`src/pkg/fshr_pkg.sv`:
```
// Constants and types for the fault status and hot hysteresis registers
package fshr_pkg;

	localparam logic [7:0] FSHR_HYS_OFFSET   = 8'h19;
	localparam logic [7:0] FSHR_FAULT_OFFSET = 8'h1A;

	localparam int         FSHR_HYS_W        = 3;
	localparam logic [2:0] FSHR_HYS_RESET    = 3'h0;
	localparam logic [7:0] FSHR_HYS_STEP_DEG = 8'h03;
	localparam logic [7:0] FSHR_HOT_DISABLE  = 8'h00;
	localparam logic [7:0] FSHR_UNMAPPED     = 8'h00;

	localparam int FSHR_BIT_RSVD  = 7;
	localparam int FSHR_BIT_SSOC  = 6;
	localparam int FSHR_BIT_HOT   = 5;
	localparam int FSHR_BIT_OCW   = 4;
	localparam int FSHR_BIT_OTP   = 3;
	localparam int FSHR_BIT_UV    = 2;
	localparam int FSHR_BIT_OV    = 1;
	localparam int FSHR_BIT_OC    = 0;

	typedef logic [FSHR_HYS_W-1:0] fshr_hys_t;

	typedef enum logic {
		FSHR_HOT_RELEASED,
		FSHR_HOT_ASSERTED
	} fshr_hot_e;

endpackage

```
`src/pkg/fshr_hot_if.sv`:
```
// Carrier between the register bank and the hot comparator
`timescale 1ns/100ps
interface fshr_hot_if;
	import fshr_pkg::*;

	logic [7:0] temperature;
	logic [7:0] threshold;
	fshr_hys_t  hys_code;
	logic       enable;
	logic       hot;

	modport ctrl (
		output temperature,
		output threshold,
		output hys_code,
		output enable,
		input  hot
	);

	modport cmp (
		input  temperature,
		input  threshold,
		input  hys_code,
		input  enable,
		output hot
	);
endinterface

```
`src/rtl/fshr_hot_compare.sv`:
```
// Hot warning comparator with selectable release hysteresis
`timescale 1ns/100ps
module fshr_hot_compare (
	input  wire logic      clock,
	input  wire logic      reset,
	fshr_hot_if.cmp        hot_bus
);
	import fshr_pkg::*;

	fshr_hot_e  state_r;
	fshr_hot_e  state_nxt;
	logic [7:0] hys_deg;
	logic [8:0] release_sum;
	logic       active;
	logic       at_threshold;
	logic       below_release;

	// Code n selects (n+1) * 3 degC
	assign hys_deg = ({5'h00, hot_bus.hys_code} + 8'h01) * FSHR_HYS_STEP_DEG;
	assign release_sum = {1'b0, hot_bus.temperature} + {1'b0, hys_deg};
	assign active = hot_bus.enable && (hot_bus.threshold != FSHR_HOT_DISABLE);
	assign at_threshold = hot_bus.temperature >= hot_bus.threshold;
	assign below_release = release_sum < {1'b0, hot_bus.threshold};

	always_comb begin
		state_nxt = state_r;
		unique case (state_r)
			FSHR_HOT_RELEASED: begin
				if (active && at_threshold) begin
					state_nxt = FSHR_HOT_ASSERTED;
				end
			end
			FSHR_HOT_ASSERTED: begin
				if (!active || below_release) begin
					state_nxt = FSHR_HOT_RELEASED;
				end
			end
		endcase
	end

	always_ff @(posedge clock) begin
		if (reset) begin
			state_r <= FSHR_HOT_RELEASED;
		end else begin
			state_r <= state_nxt;
		end
	end

	assign hot_bus.hot = (state_r == FSHR_HOT_ASSERTED);

	property p_hot_sets;
		@(posedge clock) disable iff (reset)
		(active && at_threshold) |=> hot_bus.hot;
	endproperty
	a_hot_sets: assert property (p_hot_sets)
		else $error("hot warning did not set at threshold");

	property p_hot_holds;
		@(posedge clock) disable iff (reset)
		(hot_bus.hot && active && !below_release) |=> hot_bus.hot;
	endproperty
	a_hot_holds: assert property (p_hot_holds)
		else $error("hot warning released inside hysteresis band");
endmodule

```
`src/rtl/fshr_regs.sv`:
```
// Fault status and hot hysteresis register bank
`timescale 1ns/100ps
module fshr_regs (
	input  wire logic           clock,
	input  wire logic           reset,
	input  wire logic [7:0]     reg_addr,
	input  wire logic           reg_wr_en,
	input  wire logic           reg_rd_en,
	input  wire logic [7:0]     reg_wdata,
	output logic      [7:0]     reg_rdata,
	input  wire logic [7:0]     die_temperature_code,
	input  wire logic [7:0]     hot_threshold_code,
	input  wire logic           hot_threshold_host_control,
	input  wire logic           processor_hot_request,
	input  wire logic           softstart_overcurrent_flag,
	input  wire logic           overcurrent_warning_event,
	input  wire logic           overtemperature_flag,
	input  wire logic           undervoltage_flag,
	input  wire logic           overvoltage_flag,
	input  wire logic           overcurrent_flag,
	output logic                regulator_hot_warning,
	output fshr_pkg::fshr_hys_t hot_release_hysteresis_code
);
	import fshr_pkg::*;

	fshr_hot_if hot_bus ();

	fshr_hys_t  hys_code_r;
	logic       hot_flag_r;
	logic       hot_flag_nxt;
	logic       ocw_flag_r;
	logic       ocw_flag_nxt;
	logic       hot_warn_r;
	logic       hot_prev_r;
	logic       ocw_prev_r;
	logic       hot_rise;
	logic       ocw_rise;
	logic       wr_hys;
	logic       wr_fault;
	logic       rd_hit;
	logic [7:0] hys_byte;
	logic [7:0] fault_byte;
	logic [7:0] rdata_nxt;

	assign wr_hys   = reg_wr_en && (reg_addr == FSHR_HYS_OFFSET);
	assign wr_fault = reg_wr_en && (reg_addr == FSHR_FAULT_OFFSET);
	assign rd_hit   = reg_rd_en;

	// Hysteresis code register
	always_ff @(posedge clock) begin
		if (reset) begin
			hys_code_r <= FSHR_HYS_RESET;
		end else if (wr_hys) begin
			hys_code_r <= reg_wdata[FSHR_HYS_W-1:0];
		end
	end

	assign hot_release_hysteresis_code = hys_code_r;

	// Host-controlled comparator only runs while host control is set
	assign hot_bus.temperature = die_temperature_code;
	assign hot_bus.threshold   = hot_threshold_code;
	assign hot_bus.hys_code    = hys_code_r;
	assign hot_bus.enable      = hot_threshold_host_control;

	fshr_hot_compare u_hot_compare (
		.clock   (clock),
		.reset   (reset),
		.hot_bus (hot_bus.cmp)
	);

	// Warning source follows the selected threshold owner
	always_ff @(posedge clock) begin
		if (reset) begin
			hot_warn_r <= 1'b0;
		end else if (hot_threshold_host_control) begin
			hot_warn_r <= hot_bus.hot;
		end else begin
			hot_warn_r <= processor_hot_request;
		end
	end

	assign regulator_hot_warning = hot_warn_r;

	// Edge history for the sticky warnings
	always_ff @(posedge clock) begin
		if (reset) begin
			hot_prev_r <= 1'b0;
			ocw_prev_r <= 1'b0;
		end else begin
			hot_prev_r <= hot_warn_r;
			ocw_prev_r <= overcurrent_warning_event;
		end
	end

	assign hot_rise = hot_warn_r && !hot_prev_r;
	assign ocw_rise = overcurrent_warning_event && !ocw_prev_r;

	// Sticky flags: a new event wins over a same-cycle clear
	always_comb begin
		hot_flag_nxt = hot_flag_r;
		ocw_flag_nxt = ocw_flag_r;
		if (wr_fault && reg_wdata[FSHR_BIT_HOT]) begin
			hot_flag_nxt = 1'b0;
		end
		if (wr_fault && reg_wdata[FSHR_BIT_OCW]) begin
			ocw_flag_nxt = 1'b0;
		end
		if (hot_rise) begin
			hot_flag_nxt = 1'b1;
		end
		if (ocw_rise) begin
			ocw_flag_nxt = 1'b1;
		end
	end

	always_ff @(posedge clock) begin
		if (reset) begin
			hot_flag_r <= 1'b0;
			ocw_flag_r <= 1'b0;
		end else begin
			hot_flag_r <= hot_flag_nxt;
			ocw_flag_r <= ocw_flag_nxt;
		end
	end

	// Read images
	assign hys_byte = {5'h00, hys_code_r};

	always_comb begin
		fault_byte = 8'h00;
		fault_byte[FSHR_BIT_RSVD] = 1'b0;
		fault_byte[FSHR_BIT_SSOC] = softstart_overcurrent_flag;
		fault_byte[FSHR_BIT_HOT]  = hot_flag_r;
		fault_byte[FSHR_BIT_OCW]  = ocw_flag_r;
		fault_byte[FSHR_BIT_OTP]  = overtemperature_flag;
		fault_byte[FSHR_BIT_UV]   = undervoltage_flag;
		fault_byte[FSHR_BIT_OV]   = overvoltage_flag;
		fault_byte[FSHR_BIT_OC]   = overcurrent_flag;
	end

	always_comb begin
		unique case (reg_addr)
			FSHR_HYS_OFFSET:   rdata_nxt = hys_byte;
			FSHR_FAULT_OFFSET: rdata_nxt = fault_byte;
			default:           rdata_nxt = FSHR_UNMAPPED;
		endcase
	end

	// Read data is captured on the same edge that samples the read strobe
	always_ff @(posedge clock) begin
		if (reset) begin
			reg_rdata <= 8'h00;
		end else if (rd_hit) begin
			reg_rdata <= rdata_nxt;
		end
	end

	property p_hys_reset;
		@(posedge clock)
		reset |=> (hys_code_r == FSHR_HYS_RESET);
	endproperty
	a_hys_reset: assert property (p_hys_reset)
		else $error("hysteresis code not zero after reset");

	property p_hys_write;
		@(posedge clock) disable iff (reset)
		wr_hys |=> (hot_release_hysteresis_code == $past(reg_wdata[2:0]));
	endproperty
	a_hys_write: assert property (p_hys_write)
		else $error("hysteresis code did not take written value");

	property p_hys_read;
		@(posedge clock) disable iff (reset)
		(reg_rd_en && reg_addr == FSHR_HYS_OFFSET && !wr_hys)
			|=> (reg_rdata[7:3] == 5'h00)
			&& (reg_rdata[2:0] == hot_release_hysteresis_code);
	endproperty
	a_hys_read: assert property (p_hys_read)
		else $error("hysteresis read shows nonzero reserved bits");

	property p_fault_live;
		@(posedge clock) disable iff (reset)
		(reg_rd_en && reg_addr == FSHR_FAULT_OFFSET)
			|=> (reg_rdata[6] == $past(softstart_overcurrent_flag))
			&& (reg_rdata[3] == $past(overtemperature_flag))
			&& (reg_rdata[2] == $past(undervoltage_flag))
			&& (reg_rdata[1] == $past(overvoltage_flag))
			&& (reg_rdata[0] == $past(overcurrent_flag));
	endproperty
	a_fault_live: assert property (p_fault_live)
		else $error("fault read does not match live fault inputs");

	property p_fault_rsvd;
		@(posedge clock) disable iff (reset)
		(reg_rd_en && reg_addr == FSHR_FAULT_OFFSET) |=> !reg_rdata[7];
	endproperty
	a_fault_rsvd: assert property (p_fault_rsvd)
		else $error("fault reserved bit reads one");

	// A host clear right after the catch may drop the flag again
	property p_hot_flag_set;
		@(posedge clock) disable iff (reset)
		(regulator_hot_warning && !$past(regulator_hot_warning))
			|=> hot_flag_r
			##1 (hot_flag_r || $past(wr_fault && reg_wdata[FSHR_BIT_HOT]));
	endproperty
	a_hot_flag_set: assert property (p_hot_flag_set)
		else $error("hot flag not caught on warning rise");

	property p_ocw_clear;
		@(posedge clock) disable iff (reset)
		(wr_fault && reg_wdata[FSHR_BIT_OCW] && !ocw_rise) |=> !ocw_flag_r;
	endproperty
	a_ocw_clear: assert property (p_ocw_clear)
		else $error("overcurrent warning flag not cleared by write one");

	property p_ocw_set_wins;
		@(posedge clock) disable iff (reset)
		ocw_rise |=> ocw_flag_r;
	endproperty
	a_ocw_set_wins: assert property (p_ocw_set_wins)
		else $error("overcurrent warning rise lost against a clear");

	property p_zero_keeps;
		@(posedge clock) disable iff (reset)
		(wr_fault && !reg_wdata[FSHR_BIT_HOT] && hot_flag_r) |=> hot_flag_r;
	endproperty
	a_zero_keeps: assert property (p_zero_keeps)
		else $error("writing zero disturbed hot flag");

	property p_proc_owns_hot;
		@(posedge clock) disable iff (reset)
		(!hot_threshold_host_control ##1 !hot_threshold_host_control)
			|-> (regulator_hot_warning == $past(processor_hot_request));
	endproperty
	a_proc_owns_hot: assert property (p_proc_owns_hot)
		else $error("hot warning not following processor request");
endmodule

```
`config.mk`:
```
export PLATFORM = sky130hd
export DESIGN_NAME = fshr_regs
export DESIGN_NICKNAME = d
export VERILOG_FILES = /design/src/pkg/fshr_pkg.sv /design/src/pkg/fshr_hot_if.sv /design/src/rtl/fshr_hot_compare.sv /design/src/rtl/fshr_regs.sv
export SDC_FILE = /design/constraint.sdc
export NUM_CORES = 1
export LEC_CHECK = 0
export ABC_AREA = 1
export BUFFER_PORTS_ARGS = -buffer_cell sky130_fd_sc_hd__buf_4
export CAP_MARGIN = 20
export CORE_UTILIZATION = 45
export DETAILED_ROUTE_END_ITERATION = 6
export PLACE_DENSITY = 0.8
export SLEW_MARGIN = 20
export SYNTH_ARGS = -nofsm -noshare
export SYNTH_HDL_FRONTEND = slang
export SYNTH_SLANG_ARGS = --single-unit
```
`constraint.sdc`:
```
create_clock -name clock -period 5.1 [get_ports clock]
set_input_delay 0.255 -clock clock [delete_from_list [all_inputs] [get_ports clock]]
set_output_delay 0.255 -clock clock [all_outputs]
set_load 0.03 [all_outputs]
```
==> reports/metrics.yaml <==
setup_path:
  worst_reg2reg_path_depth: 21
  cp_slowest_stage_delay_ps: 490
  critical_path_required_ps: 5280
  cp_cell_sequence: "inv_1 -> ha_1 -> inv_1 -> ha_1 -> a21oi_1 -> xor2_1 -> inv_1 -> ha_1 -> a21oi_1 -> nand2_1 -> nand2_1 -> nand2_1 -> a21oi_1 -> xnor2_1 -> ha_1 -> nand2_1 -> inv_1 -> nand2_1 -> nand3_1 -> a21oi_1 -> nor2_1"
  cell_family_with_the_largest_share_of_critical_path_delay: "adder cells"
  cp_common_cell: "nand2_1"
  critical_path.startpoint_type: "flip-flop"
  endpoint_kind: "flip-flop"
  critical_path.slowest_cell: "dfxtp_1"
  setup.worst_path.class: "reg2reg"
  crit_fanout: 7
  worst-path-buf-inv: 4
  critPathArrivalTime_ps: 3750
  crit_cells: 21
clocking:
  cts_buffers: 3
  h_tree_lvls: 1
  clk_latency_ps: 290
  cts.sinks: 16
  post-cts-setup-buffers: 0
  cts.clk_slew.worst_paths_ps: 80
  hold_fix_buffer_count_after_cts: 0
  clock_tree.buffer_depth: 2
  clock-root-buffer: "clkbuf_4"
  cts.repair.resized: 0
  tritoncts: "built"
finish:
  commonest_non_fill_non_tap_cell_in_the_layout: "buf_4"
  finalNetCount: 347
  fillers: 294
  layout.area.seq_sq_um: 320.3
  fraction_of_layout_instances_using_a_drive_strength_above_1: 0.2080
  stdcell_area_sq_um: 1964
  area_growth_syn_to_layout_pct: 28.58
  top_library_cells_by_usage_in_the_layout_fill_and_taps_aside: "51 x buf_4, 48 x nand2_1, 45 x inv_1"
  multiInputGateArea_sq_um: 1001
  antenna_cells_inserted: 0
timing:
  timing.final.crit_share: 0.7013
  finalHoldWorstSlack_ps: 161.0
  timing.final.max_slew_violations: 0
  hold_viol: 0
  min_period_ps: 3577
  clock_skew_ps: 10.33
  timing.final.ws_setup_ps: 1523
  setup-tns-final_ps: 0
  max_clock_freq_mhz: 279.6
  grt_setup_unrepaired: "false"
  finalSetupViolations: 0
hold_path:
  hold_class: "in2reg"
  whs_path_depth: 2
synth:
  synthCells: 224
  synth_fp_nets: 296
  ys_ff_latch: 16
  synth_sequential_area_ratio: 0.2097
  synth_cell_type_count: 26
  synthesis.yosys.warnings: 0
  synth_area_per_cell_sq_um: 6.820
  synthesis.area_sq_um: 1528
grt:
  use_met2: 0.3862
  number_of_global_route_vias_before_repair: 1395
  global_route.usage.total: 0.2004
  top_usage_layer: "met2"
  met1_usage: 0.2346
  initial_antenna_violation_count: 0
  grt_pass1_wl_mm: 5.540
  grt_use_met3: 0.03896
  gr-total-overflow: 0
  grt_max_degree: 15
floorplanning:
  io_pins: 56
  die-area_sq_um: 3632
  initial_utilization: 0.4884
  placement_rows: 20
  fp.dieW_um: 60.27
  die_height_um: 60.27
  placeableCoreArea_sq_um: 3128
power:
  power-per-cell-area_nw_per_um2: 161.3
  ir_drop_mv: 0.2096
  cellLeakagePower_uw: 0.001117
outcome:
  run_status: "complete, no violations"
place:
  pre_cts_ws_ps: 1526
  finalWeightedCongestion: 0.7784
  port-buffer-count: 51
  hpwl_mm: 2.711
  placement.cell_area_sq_um: 1928
routing:
  routed_vias: 1514
  drt.antenna.violating_nets: 0
  initialDrtViolationCount: 66
  route.detailed.vias_per_inst: 4.761
  drtPass1Iterations: 4
  routedWlPerCell_um: 10.54
  post_detailed_route_drc_marker_count: 0
  drt_wl_total_mm: 3.353
run:
  maxCapViolCount: 0
[stage by stage]
stage | total power (uW) | std cells | util
final | 316.8 | 318 | 0.6280
after detailed placement | 236.9 | 314 | 0.6164
after floorplan | 194.3 | 224 | -
after global placement | 234.3 | 314 | 0.6164
after CTS | 319.0 | 318 | 0.6280
after global routing | 340.2 | 318 | 0.6280
[power breakdown]
group	total [uW]	switching [uW]	internal (uW)
clock	82.2	38.8	43.4
combinational	101	51.9	48.7
sequential	134	3.13	131
[Yosys cell counts]
cell / number / area, sq um
nand2_1: 48 / 180.2
inv_1: 45 / 168.9
ha_1: 27 / 337.8
a21oi_1: 17 / 85.08
dfxtp_1: 16 / 320.3
nand3_1: 16 / 80.08
nor2_1: 12 / 45.04
o21ai_0: 10 / 50.05
xnor2_1: 5 / 43.79
xor2_1: 5 / 43.79
nand4_1: 4 / 25.02
buf_6: 2 / 22.52
clkbuf_1: 2 / 7.510
o211ai_1: 2 / 15.01
o21ai_1: 2 / 10.01
a211o_1: 1 / 8.760
and2_1: 1 / 6.260
and2_2: 1 / 7.510
buf_4: 1 / 7.510
conb_1: 1 / 3.750
fa_1: 1 / 20.02
nand3b_1: 1 / 7.510
nor3_1: 1 / 5.000
nor4_1: 1 / 6.260
nor4_2: 1 / 12.51
o21bai_1: 1 / 7.510
[cell type report]
| cell class | instances | share of cell area |
|---|---|---|
| inverters | 45 | 0.08599 |
| multi-input cells | 158 | 0.5096 |
| flip-flops and latches | 16 | 0.1631 |
| repair buffers | 51 | 0.1949 |
| well taps | 44 | 0.02803 |
| clock buffers | 4 | 0.01847 |
[state kept, by name, summed over array words and instances (netlist names)]
register	cells
hot_release_hysteresis_code	3
u_hot_compare.hot_bus.hot	1
ocw_flag_r	1
hot_prev_r	1
reg_rdata	7
hot_flag_r	1
ocw_prev_r	1
regulator_hot_warning	1
[cells by family (layout without fill, tap and decap cells)]
group                    count (synthesis)  count (layout)  synth area share
other                                    1               1          0.002455
AND/OR/NAND/NOR                         86              86            0.2457
flip-flops                              16              16            0.2097
adder cells (fa/ha/maj)                 28              28            0.2342
buffers and inverters                   50             100            0.1351
AO/OA/AOI/OAI                           33              33            0.1155
XOR/XNOR                                10              10           0.05733
[layer usage]
| layer | vias up | wire, um |
|---|---|---|
| li1 | 815 | - |
| met3 | 0 | 201 |
| met1 | 649 | 1512 |
| met5 | - | 0 |
| met2 | 50 | 1639 |
| met4 | 0 | 0 |
[final timing paths]
check                                       from                        end  slack [ps]
setup / recovery  hot_release_hysteresis_code[0]  u_hot_compare.hot_bus.hot        1520
hold / removal        hot_threshold_host_control      regulator_hot_warning         160
setup reg to reg  hot_release_hysteresis_code[0]  u_hot_compare.hot_bus.hot        1520
hold reg to reg                       ocw_prev_r                 ocw_flag_r         410
(Power assumes the default switching activity.)
